===== config.mk =====
export PLATFORM = sky130hd
export DESIGN_NAME = ccs_source
export DESIGN_NICKNAME = d
export VERILOG_FILES = /design/src/design/ccs_pkg.sv /design/src/design/ccs_parity_gen.sv /design/src/design/ccs_source.sv
export VERILOG_INCLUDE_DIRS = /design/src /design/src/design
export SDC_FILE = /design/constraint.sdc
export NUM_CORES = 2
export LEC_CHECK = 0
export ABC_AREA = 1
export BUFFER_PORTS_ARGS = -buffer_cell sky130_fd_sc_hd__buf_2
export CAP_MARGIN = 20
export CORE_AREA = 2 2 318 320
export DETAILED_ROUTE_END_ITERATION = 12
export DIE_AREA = 0 0 320 322
export PLACE_DENSITY = 0.66
export SYNTH_ARGS = -nofsm -noshare
export SYNTH_HDL_FRONTEND = slang
export SYNTH_SLANG_ARGS = --single-unit

===== constraint.sdc =====
create_clock -name hclk -period 8.65 [get_ports hclk]
set_clock_uncertainty 0.15 [all_clocks]
set_input_delay 1.2975 -clock hclk [delete_from_list [all_inputs] [get_ports hclk]]
set_output_delay 1.2975 -clock hclk [all_outputs]
set_load 0.01 [all_outputs]

===== src/design/ccs_params.svh =====
/*
  Constants of the completion stream source: register offsets, field
  positions, reset values and stream geometry.
  Assumes inclusion by its bare name from every file that needs it.
*/
`ifndef CCS_PARAMS_SVH
`define CCS_PARAMS_SVH

// ----------------------------------------------------------------------
// register offsets (byte addresses, one word each)
// ----------------------------------------------------------------------
`define CCS_OFF_CTRL       8'h00
`define CCS_OFF_LEN        8'h04
`define CCS_OFF_SEED       8'h08
`define CCS_OFF_ABORT      8'h0C
`define CCS_OFF_STATUS     8'h10
`define CCS_OFF_COUNT      8'h14

// ----------------------------------------------------------------------
// field positions
// ----------------------------------------------------------------------
`define CCS_CTRL_START     0
`define CCS_CTRL_STRADDLE  1
`define CCS_CTRL_PARITY    2
`define CCS_CTRL_ABORT     3
`define CCS_STAT_BUSY      0
`define CCS_STAT_ABORTED   1

// ----------------------------------------------------------------------
// reset values and stream geometry
// ----------------------------------------------------------------------
`define CCS_RST_LEN        11'h010
`define CCS_RST_SEED       32'h0000_0000
`define CCS_RST_ABORT      7'h00
`define CCS_DW_PER_BEAT    16
`define CCS_FLAGS_ONE      2'b01
`define CCS_LANE_ZERO      2'b00

`endif


===== src/design/ccs_pkg.sv =====
/*
  Types of the completion stream source: sideband layout, mode bits and
  controller states.
  Assumes a tool that reads packed structs MSB first.
*/
package ccs_pkg;

  // ----------------------------------------------------------------------
  // sideband layout, 183 bits, bit 0 last in the list
  // ----------------------------------------------------------------------
  typedef struct packed {
    logic [101:0] rsvd;
    logic [63:0]  parity;
    logic         discontinue;
    logic [3:0]   second_end_dword_offset;
    logic [3:0]   first_end_dword_offset;
    logic [1:0]   tlp_end_flags;
    logic [1:0]   second_start_lane;
    logic [1:0]   first_start_lane;
    logic [1:0]   tlp_start_flags;
  } ccs_sideband_t;

  typedef struct packed {
    logic straddle;
    logic parity_en;
    logic abort_en;
  } ccs_mode_t;

  typedef enum logic [1:0] {
    CCS_IDLE = 2'b01,
    CCS_SEND = 2'b10
  } ccs_state_t;

endpackage


===== src/design/ccs_parity_gen.sv =====
/*
  Odd parity per byte of a data word.
  Assumes the caller registers the result.
*/
`timescale 1ns/1ns
`default_nettype none
module ccs_parity_gen #(
  parameter int BYTES = 64
) (
  input  wire logic [BYTES*8-1:0] data,
  output logic      [BYTES-1:0]   par
);

  genvar i;
  generate
    for (i = 0; i < BYTES; i++) begin : g_byte
      // byte plus its bit carries an odd number of ones
      assign par[i] = ~^data[i*8 +: 8];
    end
  endgenerate

endmodule
`default_nettype wire


===== src/design/ccs_source.sv =====
/*
  Completion stream source: frames one completion packet of an
  incrementing dword pattern into 512-bit beats for the core's completer
  completion input, on command from software over AHB-Lite.
  Assumes one AHB-Lite master, whole-word transfers, and that the core's
  ready input is synchronous to hclk.
*/
// The AHB-Lite slave port and the placing of the registers were chosen for this implementation.
`timescale 1ns/1ns
`default_nettype none
`include "ccs_params.svh"
module ccs_source #(
  parameter int LEN_W  = 11,
  parameter int BEAT_W = 7
) (
  input  wire logic                  hclk,
  input  wire logic                  hresetn,
  input  wire logic                  hsel,
  input  wire logic [31:0]           haddr,
  input  wire logic [1:0]            htrans,
  input  wire logic                  hwrite,
  input  wire logic [2:0]            hsize,
  input  wire logic [31:0]           hwdata,
  input  wire logic                  hready,
  output logic                       hreadyout,
  output logic                       hresp,
  output logic [31:0]                hrdata,
  output logic [511:0]               cpl_in_data,
  output ccs_pkg::ccs_sideband_t     cpl_in_sideband,
  output logic                       cpl_in_end_marker,
  output logic [15:0]                cpl_in_dword_mask,
  output logic                       cpl_in_valid,
  input  wire logic [3:0]            cpl_in_ready
);
  import ccs_pkg::*;

  // ----------------------------------------------------------------------
  // bus slave state
  // ----------------------------------------------------------------------
  logic              wr_pend_ff;
  logic              nxt_wr_pend;
  logic [7:0]        wr_addr_ff;
  logic [7:0]        nxt_wr_addr;
  logic [31:0]       hrdata_ff;
  logic [31:0]       nxt_hrdata;
  logic              addr_phase;

  // ----------------------------------------------------------------------
  // software registers
  // ----------------------------------------------------------------------
  ccs_mode_t         mode_ff;
  ccs_mode_t         nxt_mode;
  logic [LEN_W-1:0]  len_ff;
  logic [LEN_W-1:0]  nxt_len;
  logic [31:0]       seed_ff;
  logic [31:0]       nxt_seed;
  logic [BEAT_W-1:0] abort_beat_ff;
  logic [BEAT_W-1:0] nxt_abort_beat;
  logic [15:0]       pkt_cnt_ff;
  logic [15:0]       nxt_pkt_cnt;
  logic [15:0]       abort_cnt_ff;
  logic [15:0]       nxt_abort_cnt;
  logic              aborted_ff;
  logic              nxt_aborted;

  // ----------------------------------------------------------------------
  // stream state
  // ----------------------------------------------------------------------
  ccs_state_t        state_ff;
  ccs_state_t        nxt_state;
  logic [BEAT_W-1:0] beat_ff;
  logic [BEAT_W-1:0] nxt_beat;
  logic [511:0]      data_ff;
  logic [511:0]      nxt_data;
  ccs_sideband_t     sb_ff;
  ccs_sideband_t     nxt_sb;
  logic              last_ff;
  logic              nxt_last;
  logic [15:0]       keep_ff;
  logic [15:0]       nxt_keep;
  logic              valid_ff;
  logic              nxt_valid;

  logic              wr_en;
  ccs_mode_t         pkt_mode;
  logic              start_req;
  logic              handshake;
  logic              load;
  logic [BEAT_W-1:0] load_beat;
  logic [LEN_W:0]    len_plus;
  logic [BEAT_W-1:0] last_beat;
  logic              abort_hit;
  logic [BEAT_W-1:0] eff_last;
  logic [3:0]        rem;
  logic [15:0]       rem_mask;
  logic [511:0]      gen_data;
  logic [63:0]       gen_par;

  // ----------------------------------------------------------------------
  // packet geometry
  // ----------------------------------------------------------------------
  // beats = ceil(len/16); the last index also bounds the abort beat
  assign len_plus  = {1'b0, len_ff} + (LEN_W+1)'(`CCS_DW_PER_BEAT - 1);
  assign last_beat = BEAT_W'((len_plus >> 4) - (LEN_W+1)'(1));
  assign rem       = len_ff[3:0];
  assign rem_mask  = (rem == 4'h0) ? 16'hFFFF : 16'((17'h1 << rem) - 17'h1);
  // mode bits of a START write govern the very first beat, which is
  // loaded in the same cycle as that write lands in mode_ff
  assign pkt_mode  = start_req ? ccs_mode_t'({hwdata[`CCS_CTRL_STRADDLE],
                                              hwdata[`CCS_CTRL_PARITY],
                                              hwdata[`CCS_CTRL_ABORT]})
                               : mode_ff;
  // abort never lands on beat 0, and only inside the packet
  assign abort_hit = pkt_mode.abort_en && (abort_beat_ff != '0)
                     && (abort_beat_ff <= last_beat);
  assign eff_last  = abort_hit ? abort_beat_ff : last_beat;

  // the beat is taken on bit 0 alone; all four bits carry one value
  assign handshake = valid_ff && cpl_in_ready[0];
  assign load      = start_req || (handshake && (beat_ff != eff_last));
  assign load_beat = start_req ? '0 : BEAT_W'(beat_ff + BEAT_W'(1));

  genvar i;
  generate
    for (i = 0; i < `CCS_DW_PER_BEAT; i++) begin : g_dw
      assign gen_data[i*32 +: 32] = seed_ff + 32'({load_beat, 4'(i)});
    end
  endgenerate

  ccs_parity_gen #(
    .BYTES (64)
  ) u_par (
    .data (gen_data),
    .par  (gen_par)
  );

  // ----------------------------------------------------------------------
  // stream framing
  // ----------------------------------------------------------------------
  always_comb begin
    nxt_state     = state_ff;
    nxt_beat      = beat_ff;
    nxt_data      = data_ff;
    nxt_sb        = sb_ff;
    nxt_last      = last_ff;
    nxt_keep      = keep_ff;
    nxt_valid     = valid_ff;
    nxt_pkt_cnt   = pkt_cnt_ff;
    nxt_abort_cnt = abort_cnt_ff;
    nxt_aborted   = aborted_ff;
    unique case (state_ff)
      CCS_IDLE: begin
        if (start_req) begin
          nxt_state   = CCS_SEND;
          nxt_valid   = 1'b1;
          nxt_aborted = 1'b0;
        end
      end
      CCS_SEND: begin
        if (handshake && (beat_ff == eff_last)) begin
          nxt_state   = CCS_IDLE;
          nxt_valid   = 1'b0;
          // a stale abort bit must not stand once valid has dropped
          nxt_sb.discontinue = 1'b0;
          nxt_pkt_cnt = pkt_cnt_ff + 16'h0001;
          if (sb_ff.discontinue) begin
            nxt_abort_cnt = abort_cnt_ff + 16'h0001;
            nxt_aborted   = 1'b1;
          end
        end
      end
    endcase
    // outputs change only on a new beat or when valid drops at the end, so a stalled beat stays put
    if (load) begin
      nxt_beat = load_beat;
      nxt_data = gen_data;
      nxt_sb   = '0;
      // packets always start at lane 0, one per beat, so a second start
      // and a start beside an aborted end never occur
      nxt_sb.tlp_start_flags  = (load_beat == '0) ? `CCS_FLAGS_ONE : 2'b00;
      nxt_sb.first_start_lane = `CCS_LANE_ZERO;
      nxt_last = (load_beat == eff_last);
      nxt_keep = (load_beat == last_beat) ? rem_mask : 16'hFFFF;
      if (pkt_mode.straddle && (load_beat == eff_last)) begin
        nxt_sb.tlp_end_flags = `CCS_FLAGS_ONE;
        nxt_sb.first_end_dword_offset =
          (load_beat == last_beat) ? 4'(rem - 4'h1) : 4'hF;
      end
      // early end in the abort beat; raised only with valid high
      nxt_sb.discontinue = abort_hit && (load_beat == abort_beat_ff);
      nxt_sb.parity = pkt_mode.parity_en ? gen_par : 64'h0;
    end
  end

  always_ff @(posedge hclk or negedge hresetn) begin
    if (!hresetn) begin
      state_ff     <= CCS_IDLE;
      beat_ff      <= '0;
      data_ff      <= '0;
      sb_ff        <= '0;
      last_ff      <= 1'b0;
      keep_ff      <= 16'h0000;
      valid_ff     <= 1'b0;
      pkt_cnt_ff   <= 16'h0000;
      abort_cnt_ff <= 16'h0000;
      aborted_ff   <= 1'b0;
    end else begin
      state_ff     <= nxt_state;
      beat_ff      <= nxt_beat;
      data_ff      <= nxt_data;
      sb_ff        <= nxt_sb;
      last_ff      <= nxt_last;
      keep_ff      <= nxt_keep;
      valid_ff     <= nxt_valid;
      pkt_cnt_ff   <= nxt_pkt_cnt;
      abort_cnt_ff <= nxt_abort_cnt;
      aborted_ff   <= nxt_aborted;
    end
  end

  // ----------------------------------------------------------------------
  // bus slave and registers
  // ----------------------------------------------------------------------
  assign addr_phase = hsel && hready && htrans[1];
  assign wr_en      = wr_pend_ff && (state_ff == CCS_IDLE);
  assign start_req  = wr_en && (wr_addr_ff == `CCS_OFF_CTRL)
                      && hwdata[`CCS_CTRL_START] && (len_ff != '0);

  always_comb begin
    nxt_wr_pend    = addr_phase && hwrite && (hsize == 3'h2);
    nxt_wr_addr    = addr_phase ? haddr[7:0] : wr_addr_ff;
    nxt_mode       = mode_ff;
    nxt_len        = len_ff;
    nxt_seed       = seed_ff;
    nxt_abort_beat = abort_beat_ff;
    // settings are frozen while a packet is on the stream
    if (wr_en) begin
      unique case (wr_addr_ff)
        `CCS_OFF_CTRL: begin
          nxt_mode.straddle  = hwdata[`CCS_CTRL_STRADDLE];
          nxt_mode.parity_en = hwdata[`CCS_CTRL_PARITY];
          nxt_mode.abort_en  = hwdata[`CCS_CTRL_ABORT];
        end
        `CCS_OFF_LEN:   nxt_len        = hwdata[LEN_W-1:0];
        `CCS_OFF_SEED:  nxt_seed       = hwdata;
        `CCS_OFF_ABORT: nxt_abort_beat = hwdata[BEAT_W-1:0];
        default: ;
      endcase
    end
    nxt_hrdata = hrdata_ff;
    // read values taken from next state so a write just before is seen
    if (addr_phase && !hwrite) begin
      unique case (haddr[7:0])
        `CCS_OFF_CTRL:   nxt_hrdata = {28'h0, nxt_mode.abort_en, nxt_mode.parity_en,
                                       nxt_mode.straddle, 1'b0};
        `CCS_OFF_LEN:    nxt_hrdata = 32'(nxt_len);
        `CCS_OFF_SEED:   nxt_hrdata = nxt_seed;
        `CCS_OFF_ABORT:  nxt_hrdata = 32'(nxt_abort_beat);
        `CCS_OFF_STATUS: nxt_hrdata = {30'h0, nxt_aborted, nxt_state == CCS_SEND};
        `CCS_OFF_COUNT:  nxt_hrdata = {nxt_abort_cnt, nxt_pkt_cnt};
        default:         nxt_hrdata = 32'h0000_0000;
      endcase
    end
  end

  always_ff @(posedge hclk or negedge hresetn) begin
    if (!hresetn) begin
      wr_pend_ff    <= 1'b0;
      wr_addr_ff    <= 8'h00;
      hrdata_ff     <= 32'h0000_0000;
      mode_ff       <= '0;
      len_ff        <= `CCS_RST_LEN;
      seed_ff       <= `CCS_RST_SEED;
      abort_beat_ff <= `CCS_RST_ABORT;
    end else begin
      wr_pend_ff    <= nxt_wr_pend;
      wr_addr_ff    <= nxt_wr_addr;
      hrdata_ff     <= nxt_hrdata;
      mode_ff       <= nxt_mode;
      len_ff        <= nxt_len;
      seed_ff       <= nxt_seed;
      abort_beat_ff <= nxt_abort_beat;
    end
  end

  // ----------------------------------------------------------------------
  // outputs
  // ----------------------------------------------------------------------
  // zero wait states: every transfer completes in a single data phase
  assign hreadyout         = 1'b1;
  assign hresp             = 1'b0;
  assign hrdata            = hrdata_ff;
  assign cpl_in_data       = data_ff;
  assign cpl_in_sideband   = sb_ff;
  assign cpl_in_end_marker = last_ff;
  assign cpl_in_dword_mask = keep_ff;
  assign cpl_in_valid      = valid_ff;

endmodule
`default_nettype wire


# Word level (Yosys, flattened, before mapping)
# Cells that the tools add are included.
dict set report op_classes {
  n_addsub 23
  n_lt_le_gt_ge 1
  eq_ne 19
  shift 1
  mux 35
  reduce_logical 92
}
# operator count
set ops {}
lappend ops {{32-bit by 11-bit adder with 32-bit output} 16}
lappend ops {{8-bit XNOR reduction} 64}
lappend ops {{32-bit case mux with 6 select lines} 1}
lappend ops {{16-bit 2-to-1 mux} 7}
lappend ops {{32-bit 2-to-1 mux} 2}
lappend ops {{64-bit 2-to-1 mux} 1}
lappend ops {{16-bit by 1-bit adder with 16-bit output (second input constant)} 2}
lappend ops {{8-bit by 4-bit == test with 1-bit output (second input constant)} 4}
lappend ops {{7-bit == test} 4}
lappend ops {{7-bit 2-to-1 mux} 4}
lappend ops {{11-bit 2-to-1 mux} 2}
lappend ops {{17-bit 2-to-1 mux} 1}
lappend ops {{8-bit by 3-bit == test with 1-bit output (second input constant)} 2}
lappend ops {{8-bit by 5-bit == test with 1-bit output (second input constant)} 2}
lappend ops {{1-bit logical AND} 16}
lappend ops {{8-bit zero test} 2}
lappend ops {{1-bit by 4-bit left shift with 16-bit output (first input constant)} 1}
lappend ops {{16-bit by 1-bit subtractor with 16-bit output (second input constant)} 1}
lappend ops {{11-bit by 4-bit adder with 11-bit output (second input constant)} 1}
lappend ops {{11-bit nonzero test} 1}
lappend ops {{3-bit 2-to-1 mux} 3}
lappend ops {{7-bit by 1-bit adder with 7-bit output (second input constant)} 1}
lappend ops {{7-bit <= comparator} 1}
lappend ops {{7-bit zero test} 1}
lappend ops {{19 further kinds} 31}
dict set report word_totals {
  ff_bits 739
  input_bits 78
  out_inout_bits 747
  elab_cells 194
}

# Longest topological paths before layout
dict set report logic_depth {
  word_depth 15
  mapped_depth 38
  ltp_nobuf 37
}

# By module
# A second synthesis with hierarchy kept.
dict set report unflattened {
  cells_unflattened 7429
  area_unflattened_um2 48372.6
}
# module instances cells_each area_each_um2 seq_area_each_um2
set modules_own_cells {}
lappend modules_own_cells {ccs_source 1 5061 39083.7 17594.4}
lappend modules_own_cells {ccs_parity_gen 1 2368 9288.9 0.0}

# Least setup slack after synthesis
# Ideal clock, no wire load.
dict set report synth_path {
  path_type {input -> register}
  start {in hwdata[0]}
  end {reg sb_ff, in the netlist cpl_in_sideband[48]}
  setup_ns 0.124
  arrival_ns 4.153
  required_time_ns 8.376
  path_slack_ns 4.223
  cell_stages 20
  n_path_buf 2
  path_cell_list {nand3_2 nand2_1 inv_1 ha_1 fa_1 buf_2 inv_1 o21ai_1 inv_1 clkbuf_1 o21ai_0 nand2_1 nand2_1 nand2_1 xor2_1 xor2_1 xor2_1 a21oi_1 o211ai_1 nand2_1}
}
dict set report synth_between {
  word_cells_on_any_way 13
  classes_between {add/sub: 1; eq/ne: 1; mux: 4; reduce/logical: 7}
}
# item line_no
set synth_rtl {}
lappend synth_rtl {{start, declared} ccs_source.sv:23} ;# input wire logic [31:0] hwdata,
lappend synth_rtl {{1-bit logical AND (2 in a row)} ccs_source.sv:226} ;# assign start_req = wr_en && (wr_addr_ff == `CCS_OFF_CTRL)
lappend synth_rtl {{7-bit 2-to-1 mux} ccs_source.sv:121} ;# assign load_beat = start_req ? '0 : BEAT_W'(beat_ff + BEAT_W'(1));
lappend synth_rtl {{via load_beat[0]} ccs_source.sv:89} ;# logic [BEAT_W-1:0] load_beat;
lappend synth_rtl {{32-bit by 11-bit adder with 32-bit output} ccs_source.sv:126} ;# assign gen_data[i*32 +: 32] = seed_ff + 32'({load_beat, 4'(i)});
lappend synth_rtl {{8-bit XNOR reduction} ccs_parity_gen.sv:18} ;# assign par[i] = ~^data[i*8 +: 8];
lappend synth_rtl {{64-bit 2-to-1 mux} ccs_source.sv:191} ;# nxt_sb.parity = pkt_mode.parity_en ? gen_par : 64'h0;
lappend synth_rtl {{end signal, assigned} ccs_source.sv:211} ;# sb_ff <= nxt_sb;
lappend synth_rtl {{end, declared} ccs_source.sv:75} ;# ccs_sideband_t sb_ff;
# The timed path passes the listed nets, and every way through them passes these cells.
# A chain may end at the register's enable or synchronous reset.

# Worst setup path after layout
dict set report layout_path {
  start {reg len_ff[2]}
  end {reg data_ff[14] (netlist: cpl_in_data[14])}
}
dict set report layout_between {
  elab_chain_cells 9
  word_cells_on_any_way 14
  classes_between {add/sub: 3; order compare: 1; eq/ne: 1; mux: 3; reduce/logical: 6}
}
# item line_no
set layout_lines {}
lappend layout_lines {{start, declared} ccs_source.sv:53} ;# logic [LEN_W-1:0] len_ff;
lappend layout_lines {{start signal, assigned} ccs_source.sv:272} ;# len_ff <= `CCS_RST_LEN;
lappend layout_lines {{start signal, assigned} ccs_source.sv:280} ;# len_ff <= nxt_len;
lappend layout_lines {{branches (longest 9 deep; another with 11-bit by 4-bit adder with 11-bit output)} --}
lappend layout_lines {{end signal, assigned} ccs_source.sv:210} ;# data_ff <= nxt_data;
lappend layout_lines {{end, declared} ccs_source.sv:73} ;# logic [511:0] data_ff;
# Several ways; the timed one is not identified.

==> metrics.md <==
| Metric | Value |
|---|---|
| Die height | 322 um |
| Slew Limit Fails | 0 |
| DR WL/cell | 25.49 um |
| CTS max path bufs | 3 |
| Vias in the first global route | 37,870 |
| Worst R2R Start | len_ff[2]$_DFF_PN0_ |
| Number of synthesized flops with an enable pin | 0 |
| Critical path data arrival time | 7.14 ns |
| Most used flip-flop cell after synthesis | dfrtp_1 |
| Nets | 6,167 |
| DRC | 0 |
| Total vias in the final route | 39,910 |
| Via density | 5.382 |
| Largest net degree at the start of global routing | 199 |
| Fin crit share | 77.62% |
| Fmax achieved | 0.1489 GHz |
| Initial antenna violation count | 10 |
| Setup ws final | 1.936 ns |
| Cts hold-fix bufs | 0 |
| DIE AREA | 103,000 um^2 |
| Asr flop ratio synth | 100.0% |
| HP Class | flop to flop |
| Fillers | 9,780 |
| PD cells | 149.7 nW/um^2 |
| Worst setup SP type | flop |
| VDD IR-drop max | 0.1456 mV |
| Clk root buf | clkbuf_16 |
| RSZ-0062 raised after global routing | false |
| Post-CTS sizing | 0 |
| Synthesized area per cell | 7.773 um^2 |
| Final hold vios | 0 |
| Final setup fails | 0 |
| Max-cap violations | 0 |
| Commonest non-fill, non-tap cells in the layout | nand2_1, dfrtp_1, buf_2 |
| CP max stage delay | 0.73 ns |
| Clock buffer count from CTS | 82 |
| Synth Register Bits | 703 |
| Post-Syn Area | 42,640 um^2 |
| Layout cells sized above 1 | 16.31% |
| CP max-delay cell | dfrtp_1 |
| Final wirelength | 189,000 um |
| Area delta synth->final | 16.26% |
| TritonCTS clock tree | yes |
| Slew headroom | 12.50% |
| IO Port Bufs | 682 |
| Static Leak | 28.46 nW |
| Largest family of logic cells by synthesized area | simple AND/OR/NAND/NOR gates |
| Sequential share of the synthesized area | 41.26% |
| Reg-to-reg slack, setup | 1.94 ns |
| Crit path required time | 9.08 ns |
| TNS Setup | 0 ns |
| First-pass GRT wire length | 265,300 um |
| GP Congestion | 1.047 |
| Library cells used by synthesis | 60 |
| Multiplexer share of the synthesized area | 0.2435% |
| DP Wirelength | 137,600 um |
| Fin crit period | 6.714 ns |
| Hold_sp | hrdata[23]$_DFFE_PN0P_ |
| Outcome | finished, final reports clean |
| Core area | 99,570 um^2 |
| First-pass DRT Iterations | 5 |
| Post-synthesis xor/xnor area fraction | 17.36% |
| Post-route ant nets | 0 |
| Worst-path clk slew | 0.06 ns |
| Hold Path Sink | hrdata[23]$_DFFE_PN0P_ |
| Synth Area in Adders | 1.209% |
| Row count | 116 |
| Post-CTS setup buffer count | 0 |
| DRT iter0 DRCs | 4,237 |
| H-tree depth | 3 |
| Setup CP Type | flop to flop |
| Die Wd | 320 um |
| Worst R2R Path Depth | 32 |
| CP dominant cell by count | nand2_1 |
| Pre-CTS WS | 2.085 ns |
| Post-synthesis compound-gate area fraction | 6.948% |
| Simple-Gate Fraction of Synth Area | 24.49% |
| Syn. warnings | 0 |
| Critical path endpoint category | flop |
| Worst-Skew Late Latency | 0.68 ns |
| Hold slack final | 0.3220 ns |
| Worst-path fanout max | 148 |
| Grt ovf | 0 |
| Hold path cells | 2 |
| Cells after Synth | 5,486 |
| Commonest non-fill, non-tap cell in the layout | nand2_1 |
| FF-to-FF End | cpl_in_data[14]$_DFFE_PN0P_ |
| Total track usage | 35.72% |
| Actual slew at the worst max-slew pin | 1.313 ns |
| Initial Utilization | 42.83% |
| Num Clock Sinks | 703 |
| IO Count | 825 |
area by class of cell:
cell class | instances | area [um^2] | share of cell area, %
Timing Repair Buffer | 779 | 4284 | 8.641
Sequential cell | 703 | 17600 | 35.50
Antenna cell | 5 | 12.51 | 0.02524
Inverter | 302 | 1146 | 2.312
Multi-Input combinational cell | 4181 | 21960 | 44.29
Tap cell | 1298 | 1624 | 3.276
Clock buffer | 111 | 2375 | 4.790
Clock inverter | 36 | 576.8 | 1.163
logic make-up (layout without fill, tap and decap cells):
kind of cell / after synthesis / count (layout)
mux: 10 / 10
compound gates: 555 / 555
flops: 703 / 703
other cells: 2 / 119
simple gates: 2617 / 2617
fa+ha+maj: 40 / 40
xor+xnor: 845 / 845
buf+inv: 714 / 1228
worst max-delay path by stage:
stage                                    from                         endpoint  cells after the start
after floorplan                     hwdata[0]  cpl_in_sideband[48]$_DFFE_PN0P_                     20
after global placement              hwdata[0]  cpl_in_sideband[51]$_DFFE_PN0P_                     17
after detailed placement            hwdata[0]  cpl_in_sideband[51]$_DFFE_PN0P_                     17
after CTS                 len_ff[2]$_DFF_PN0_      cpl_in_data[14]$_DFFE_PN0P_                     30
after global routing      len_ff[2]$_DFF_PN0_      cpl_in_data[14]$_DFFE_PN0P_                     32
final                     len_ff[2]$_DFF_PN0_      cpl_in_data[14]$_DFFE_PN0P_                     32
cell usage after synthesis (38+ instances only):
master    instances  area share, %
nor2_1          100           0.88
xor2_1          673             14
nand3_1         129            1.5
buf_4           176            3.1
inv_1           278            2.4
nand4_1          47           0.69
buf_2           115            1.3
nand2_1        2230             20
dfrtp_1         701             41
clkbuf_1         78           0.69
o21ai_0         326            3.8
ha_1             38            1.1
xnor2_1         172            3.5
a21oi_1         122            1.4
layer usage:
metal | global-route usage [%] | vias to the layer above | routed length (um)
li1 | - | 17950 | -
met1 | 44.62 | 19310 | 73530
met2 | 57.11 | 2169 | 86570
met3 | 8.885 | 472 | 18120
met4 | 18.82 | 8 | 10750
met5 | 0 | - | 53
stage by stage:
| stage | instance area (um^2) | power, W | std cells | utilization [%] |
|---|---|---|---|---|
| floorplan | 43060 | 0.003530 | 5598 | - |
| global placement | 46580 | 0.003626 | 7261 | 46.78 |
| detailed placement | 46610 | 0.003628 | 7263 | 46.82 |
| CTS | 49570 | 0.007458 | 7410 | 49.78 |
| global route | 49570 | 0.007616 | 7410 | 49.78 |
| finish | 49580 | 0.007423 | 7415 | 49.79 |
state kept, by name (all words and copies together) (netlist names):
signal	flops
cpl_in_data	478
cpl_in_sideband	71
hrdata	32
seed_ff	32
abort_cnt_ff	16
cpl_in_dword_mask	16
pkt_cnt_ff	16
len_ff	11
wr_addr_ff	8
abort_beat_ff	7
beat_ff	7
mode_ff	3
state_ff	2
aborted_ff	1
cpl_in_end_marker	1
cpl_in_valid	1
wr_pend_ff	1
critical path: cells and delay by family, from the launching register on:
kind                     cells  cell delay, ns
adder cells (fa/ha/maj)      2            0.57
AO/OA/AOI/OAI                1            0.34
flip-flops                   1            0.73
buffers and inverters        5            1.20
AND/OR/NAND/NOR             24            3.43
where the power goes:
part           internal [W]  switching, W
Clock               0.00232       0.00153
Sequential          0.00330    0.00000827
Combinational     0.0000609      0.000206
Note: power is estimated with default switching activity, not from simulation.
